===== src/rtl/dspg_defs.svh =====
`ifndef DSPG_DEFS_SVH
`define DSPG_DEFS_SVH
// register byte offsets
`define DSPG_RUN_EN_OFS     12'h100
`define DSPG_SLEEP_EN_OFS   12'h110
`define DSPG_DEEP_EN_OFS    12'h128
`define DSPG_CLK_CFG_OFS    12'h060
`define DSPG_POWER_MODE_OFS 12'h200
`define DSPG_IRQ_STAT_OFS   12'h210
`define DSPG_IRQ_EN_OFS     12'h214
`define DSPG_IRQ_CLR_OFS    12'h218
// field positions
`define DSPG_AUTO_GATE_BIT  27
`define DSPG_PORT_BITS      8
`define DSPG_IRQ_BITS       2
`define DSPG_IRQ_FAULT_BIT  0
`define DSPG_IRQ_MODE_BIT   1
// reset values
`define DSPG_EN_RESET       8'h00
`define DSPG_CFG_RESET      1'b0
`define DSPG_MODE_RESET     2'h0
`define DSPG_IRQ_RESET      2'h0
`endif


===== src/rtl/dspg_pkg.sv =====
package dspg_pkg;
  typedef enum logic [1:0]
  {
    DSPG_RUN   = 2'b00,
    DSPG_SLEEP = 2'b01,
    DSPG_DEEP  = 2'b10
  } dspg_mode_t;
endpackage


===== src/rtl/dspg_fault_check.sv =====
`include "dspg_defs.svh"
// registered per-access fault answer for gated ports
module dspg_fault_check
  import dspg_pkg::*;
#(
  parameter int PORTS = `DSPG_PORT_BITS
)
(
  // clock and reset
  input  wire logic             core_clk,
  input  wire logic             rstn,
  // port access
  input  wire logic             portAccess,
  input  wire logic [2:0]       portSel,
  input  wire logic [PORTS-1:0] gateEn,
  // answer
  output logic                  portOk,
  output logic                  portFault
);
  logic okReg;
  logic okNext;
  logic faultReg;
  logic faultNext;

  always_comb
  begin
    okNext = 1'b0;
    faultNext = 1'b0;
    if (portAccess)
    begin
      okNext = gateEn[portSel];
      faultNext = !gateEn[portSel];
    end
  end

  always_ff @(posedge core_clk)
  begin
    if (!rstn)
    begin
      okReg <= 1'b0;
      faultReg <= 1'b0;
    end
    else
    begin
      okReg <= okNext;
      faultReg <= faultNext;
    end
  end

  assign portOk = okReg;
  assign portFault = faultReg;
endmodule


===== src/rtl/dspg_port_gate.sv =====
// Added by the designer: the plain strobed port.
`include "dspg_defs.svh"
// Function
// - deep-sleep: set bit keeps port clocked
// - clear bit stops port clock
// - access to gated port gives bus fault
// - reset clears deep-sleep register to zero
// - bit 0 port A up to bit 7 port H
// - upper bits read zero, software preserves them
// - mode picks run, sleep or deep register
// - sleep registers used only with auto gating
module dspg_port_gate
  import dspg_pkg::*;
#(
  parameter int PORTS = `DSPG_PORT_BITS
)
(
  // clock and reset
  input  wire logic             core_clk,
  input  wire logic             rstn,
  // register port
  input  wire logic [11:0]      regAddr,
  input  wire logic [31:0]      regWdata,
  input  wire logic             regWr,
  input  wire logic             regRd,
  output logic      [31:0]      regRdata,
  // power state from the power controller
  input  wire logic [1:0]       powerMode,
  // port accesses
  input  wire logic             portAccess,
  input  wire logic [2:0]       portSel,
  output logic                  portOk,
  output logic                  portFault,
  // gate enables, bit 0 port A .. bit 7 port H
  output logic      [PORTS-1:0] portClkEn,
  // interrupt
  output logic                  irq
);
  logic [PORTS-1:0] runEnReg, runEnNext;
  logic [PORTS-1:0] sleepEnReg, sleepEnNext;
  logic [PORTS-1:0] deepEnReg, deepEnNext;
  logic             autoGateReg, autoGateNext;
  logic [1:0]       modeReg, modeNext;
  logic [PORTS-1:0] clkEnReg, clkEnNext;
  logic [31:0]      rdataReg, rdataNext;
  logic [`DSPG_IRQ_BITS-1:0] irqStatReg, irqStatNext;
  logic [`DSPG_IRQ_BITS-1:0] irqEnReg, irqEnNext;
  logic [`DSPG_IRQ_BITS-1:0] irqSet, irqClr;
  logic             irqReg, irqNext;
  logic             faultPulse;

  function automatic logic hit(input logic [11:0] ofs);
    hit = (regAddr == ofs);
  endfunction

  dspg_fault_check #(.PORTS(PORTS)) faultChk
  (
    .core_clk   (core_clk),
    .rstn       (rstn),
    .portAccess (portAccess),
    .portSel    (portSel),
    .gateEn     (clkEnReg),
    .portOk     (portOk),
    .portFault  (faultPulse)
  );

  // registers
  always_comb
  begin
    runEnNext = runEnReg;
    sleepEnNext = sleepEnReg;
    deepEnNext = deepEnReg;
    autoGateNext = autoGateReg;
    irqEnNext = irqEnReg;
    irqClr = '0;
    if (regWr)
    begin
      if (hit(`DSPG_RUN_EN_OFS))
        runEnNext = regWdata[PORTS-1:0];
      if (hit(`DSPG_SLEEP_EN_OFS))
        sleepEnNext = regWdata[PORTS-1:0];
      if (hit(`DSPG_DEEP_EN_OFS))
        deepEnNext = regWdata[PORTS-1:0];
      if (hit(`DSPG_CLK_CFG_OFS))
        autoGateNext = regWdata[`DSPG_AUTO_GATE_BIT];
      if (hit(`DSPG_IRQ_EN_OFS))
        irqEnNext = regWdata[`DSPG_IRQ_BITS-1:0];
      if (hit(`DSPG_IRQ_CLR_OFS))
        irqClr = regWdata[`DSPG_IRQ_BITS-1:0];
    end
  end

  // gate selection; registered so the enables are glitch free
  always_comb
  begin
    modeNext = powerMode;
    clkEnNext = runEnReg;
    if (autoGateReg)
    begin
      unique case (dspg_mode_t'(modeReg))
        DSPG_RUN:   clkEnNext = runEnReg;
        DSPG_SLEEP: clkEnNext = sleepEnReg;
        DSPG_DEEP:  clkEnNext = deepEnReg;
        default:    clkEnNext = runEnReg;
      endcase
    end
  end

  // events: fault on gated port, power mode change; set beats clear
  always_comb
  begin
    irqSet = '0;
    irqSet[`DSPG_IRQ_FAULT_BIT] = faultPulse;
    irqSet[`DSPG_IRQ_MODE_BIT] = (powerMode != modeReg);
    irqStatNext = (irqStatReg & ~irqClr) | irqSet;
    irqNext = |(irqStatNext & irqEnNext);
  end

  // read data, reserved bits zero
  always_comb
  begin
    rdataNext = 32'h0000_0000;
    if (regRd)
    begin
      if (hit(`DSPG_RUN_EN_OFS))
        rdataNext[PORTS-1:0] = runEnReg;
      else if (hit(`DSPG_SLEEP_EN_OFS))
        rdataNext[PORTS-1:0] = sleepEnReg;
      else if (hit(`DSPG_DEEP_EN_OFS))
        rdataNext[PORTS-1:0] = deepEnReg;
      else if (hit(`DSPG_CLK_CFG_OFS))
        rdataNext[`DSPG_AUTO_GATE_BIT] = autoGateReg;
      else if (hit(`DSPG_POWER_MODE_OFS))
        rdataNext[1:0] = modeReg;
      else if (hit(`DSPG_IRQ_STAT_OFS))
        rdataNext[`DSPG_IRQ_BITS-1:0] = irqStatReg;
      else if (hit(`DSPG_IRQ_EN_OFS))
        rdataNext[`DSPG_IRQ_BITS-1:0] = irqEnReg;
    end
  end

  always_ff @(posedge core_clk)
  begin
    if (!rstn)
    begin
      runEnReg <= `DSPG_EN_RESET;
      sleepEnReg <= `DSPG_EN_RESET;
      deepEnReg <= `DSPG_EN_RESET;
      autoGateReg <= `DSPG_CFG_RESET;
      modeReg <= `DSPG_MODE_RESET;
      clkEnReg <= `DSPG_EN_RESET;
      rdataReg <= 32'h0000_0000;
      irqStatReg <= `DSPG_IRQ_RESET;
      irqEnReg <= `DSPG_IRQ_RESET;
      irqReg <= 1'b0;
    end
    else
    begin
      runEnReg <= runEnNext;
      sleepEnReg <= sleepEnNext;
      deepEnReg <= deepEnNext;
      autoGateReg <= autoGateNext;
      modeReg <= modeNext;
      clkEnReg <= clkEnNext;
      rdataReg <= rdataNext;
      irqStatReg <= irqStatNext;
      irqEnReg <= irqEnNext;
      irqReg <= irqNext;
    end
  end

  assign regRdata = rdataReg;
  assign portClkEn = clkEnReg;
  assign portFault = faultPulse;
  assign irq = irqReg;
endmodule


===== config.mk =====
export PLATFORM = sky130hd
export DESIGN_NAME = dspg_port_gate
export DESIGN_NICKNAME = d
export VERILOG_FILES = /design/src/rtl/dspg_pkg.sv /design/src/rtl/dspg_fault_check.sv /design/src/rtl/dspg_port_gate.sv
export VERILOG_INCLUDE_DIRS = /design/src /design/src/rtl
export SDC_FILE = /design/constraint.sdc
export NUM_CORES = 1
export LEC_CHECK = 0
export ABC_AREA = 1
export BUFFER_PORTS_ARGS = -buffer_cell sky130_fd_sc_hd__buf_2
export CORE_ASPECT_RATIO = 1.2
export CORE_MARGIN = 2
export CORE_UTILIZATION = 53
export DETAILED_ROUTE_END_ITERATION = 16
export GPL_TIMING_DRIVEN = 0
export PLACE_DENSITY = 0.85
export SKIP_LAST_GASP = 1
export SYNTH_ARGS = -nofsm -noshare
export SYNTH_HDL_FRONTEND = slang
export SYNTH_SLANG_ARGS = --single-unit

===== constraint.sdc =====
create_clock -name core_clk -period 3.3 [get_ports core_clk]
set_input_delay 0.66 -clock core_clk [delete_from_list [all_inputs] [get_ports core_clk]]
set_output_delay 0.66 -clock core_clk [all_outputs]
set_load 0.1 [all_outputs]

==> summary.txt <==
Outcome
  – Outcome: finished, final reports clean

STA
  – Pins over their slew limit: 0
  – Period minus WS final: 1.76 ns
  – Slew HR: 66.1%
  – Hold slack final: 0.473 ns
  – Setup TNS: 0 ns
  – Worst Clk Skew: 0.00940 ns
  – Worst-Margin Slew: 0.509 ns
  – Period utilization: 53.2%
  – Fin. Hold Viols: 0
  – RSZ-0062 raised after global routing: false
  – Setup-failing EPs final: 0
  – Peak Freq: 570 MHz

Pwr
  – Combinational share of power: 18.5%
  – Leakage: 0.00148 uW
  – Internal power: 839 uW
  – Clock share of power: 30.7%
  – Total Power: 1230 uW
  – Sequential share of power: 50.8%
  – PwrDens: 402 nW/um^2
  – Psw: 386 uW
  – Sw frac: 31.5%
  – Worst IR Drop VDD: 0.000278 V

Final layout
  – Finished Layout Cells: 485
  – Layout area overhead: 19.7%
  – Antenna diodes: 0
  – Share of layout cells above drive strength 1: 25.5%
  – Final core utilization: 66.4%
  – Nets: 482

Floorplan
  – I/O pins: 97
  – Die W: 67.3 um
  – Die area: 5380 um^2
  – Initial Util: 55.5%
  – Die extent in y: 80.0 um
  – Core area: 4590 um^2
  – Row cnt: 27

Routing
  – Routed len/inst: 11.7 um
  – DR vias/cell: 4.92
  – DR pass1 iterations: 4
  – Final wirelength: 5680 um
  – Total number of vias: 2387
  – Drc violations: 0
  – Detail Route Antenna Nets: 0
  – DRT iter0 DRCs: 121

Global route
  – First-pass GRT wire length: 8880 um
  – Maximum number of pins on one net before global-route repair: 17
  – Initial antenna violation count: 0
  – Total congestion overflow: 0
  – Tot GR Track Use: 21.9%
  – Vias in the first global route: 2101

Hold path
  – HP Class: register to register

Clock network
  – Reg clk slew, reported paths: 0.09 ns
  – Post-CTS sizing: 0
  – H-tree levels: 2
  – Clk buf depth: 2
  – CTS hold repair buffers: 0
  – CTS tree: done
  – Buffer count from post-CTS setup fixing: 0
  – CTS buffer count: 5
  – Clk_lat worst skew: 0.31 ns
  – Clock Sinks: 51
  – Clock root buffer: clkbuf_8

Logic synthesis
  – Count of unique library cells instantiated by Yosys: 34
  – Post-synthesis sequential area ratio: 40.1%
  – Syn Inst Count: 347
  – Mux cell area share after synthesis: 0%
  – Synth Area in XOR/XNOR: 0.687%
  – Ys Warns: 0
  – Top cells by area, synth: dfxtp_1, nand2_1, buf_4
  – Largest family of logic cells by synthesized area: simple AND/OR/NAND/NOR gates
  – Adder-cell area share of the yosys netlist: 0.982%
  – Compound-Gate Fraction of Synth Area: 15.8%
  – Average cell area after synthesis: 7.34 um^2
  – Simple-gate share of the synthesized area: 27.0%
  – Yosys top cell area share: 40.1%
  – Synth Cell Area: 2550 um^2
  – Cell taking the most area after synthesis: dfxtp_1
  – Synthesized flop and latch total: 51

Critical path
  – CP required: 3.53 ns
  – Critical path fanouts, max: 10
  – Setup crit end kind: register
  – Crit Path Category: register to register
  – Startpoint Class: register
  – Data arrival, critical path: 1.99 ns

Placement
  – Placed Cells incl. Taps: 477
  – Post-DP HPWL: 4520 um
  – Buffers on Ports: 50
  – Final Wtd Congestion: 0.854

Run
  – Max-cap viol count: 0
power groups by stage:
stage	Sequential, uW	Clock [uW]	Combinational [uW]
6_report	623	376	227
5_1_grt	623	406	239
4_1_cts	623	382	226
3_5_place_dp	637	0	225
3_3_place_gp	637	0	223
2_1_floorplan	645	0	176
cell type report:
class,instances,area (um^2)
well taps,58,72.6
fillers,402,1540
clock inverters,2,13.8
repair buffers,50,250
clock buffers,6,82.6
multi-input cells,243,1220
inverters,42,164
plain buffers,33,228
flip-flops and latches,51,1020
metal layers:
layer | GRT usage, % | vias up | wire (um)
li1 | - | 1235 | -
met2 | 37.8 | 80 | 2770
met4 | 10.0 | 0 | 144
met5 | 0 | - | 0
met3 | 4.65 | 15 | 386
met1 | 25.4 | 1057 | 2380
path summary, 6_finish.rpt:
check           startpoint            to  slack, ns  cells after the start
min          sleepEnReg[7]  portClkEn[7]       0.47                      2
max             modeReg[0]  portClkEn[6]       1.54                      6
max reg2reg     modeReg[0]  portClkEn[6]       1.54                      6
min reg2reg  sleepEnReg[7]  portClkEn[7]       0.47                      2
logic make-up (layout without fill, tap and decap cells):
logic type      after synthesis  after routing
simple gates                144            144
buf+inv                      75            133
compound gates               72             72
flops                        51             51
fa+ha+maj                     2              2
xor+xnor                      2              2
other cells                   1             23
critical path, cell delays in order, from the launching register on:
cell	delay (ns)
dfxtp_1	0.42
inv_1	0.07
ha_1	0.31
nor2_1	0.33
buf_2	0.27
o21ai_0	0.10
a31oi_1	0.17
synth_stat cells (all sizes together):
master,instances
o21ai,39
a21oi,18
buf,29
conb,1
dfxtp,51
nor2,52
nor3,1
nand3,26
inv,41
clkbuf,4
nand2,59
ha,2
a31oi,11
clkinv,1
and3,1
a211oi,1
nand4,3
nor4,1
nand3b,1
o221ai,3
xor2,2
through the flow:
step / area, um^2 / worst slack [ns]
3_5_place_dp: 2950 / 1.29
2_1_floorplan: 2630 / 1.58
3_3_place_gp: 2950 / 1.32
4_1_cts: 3050 / 1.56
5_1_grt: 3050 / 1.46
6_report: 3050 / 1.54
placed cells by master, fill, tap and decap left out, drive strengths merged:
master	count
o21ai	39
nor4	1
and3	1
conb	23
dfxtp	51
nand3b	1
a21oi	18
inv	42
nor3	1
nor2	52
nand3	26
clkinv	2
o221ai	3
nand4	3
xor2	2
a211oi	1
ha	2
clkbuf	10
nand2	59
a31oi	11
buf	79
flip-flops by register name, indices dropped and copies added, names as in the netlist:
| signal | flops |
|---|---|
| autoGateReg | 1 |
| deepEnReg | 8 |
| faultChk.portFault | 1 |
| faultChk.portOk | 1 |
| irq | 1 |
| irqEnReg | 2 |
| irqStatReg | 2 |
| modeReg | 2 |
| portClkEn | 8 |
| regRdata | 9 |
| runEnReg | 8 |
| sleepEnReg | 8 |
Power figures use the tool's default switching activity.
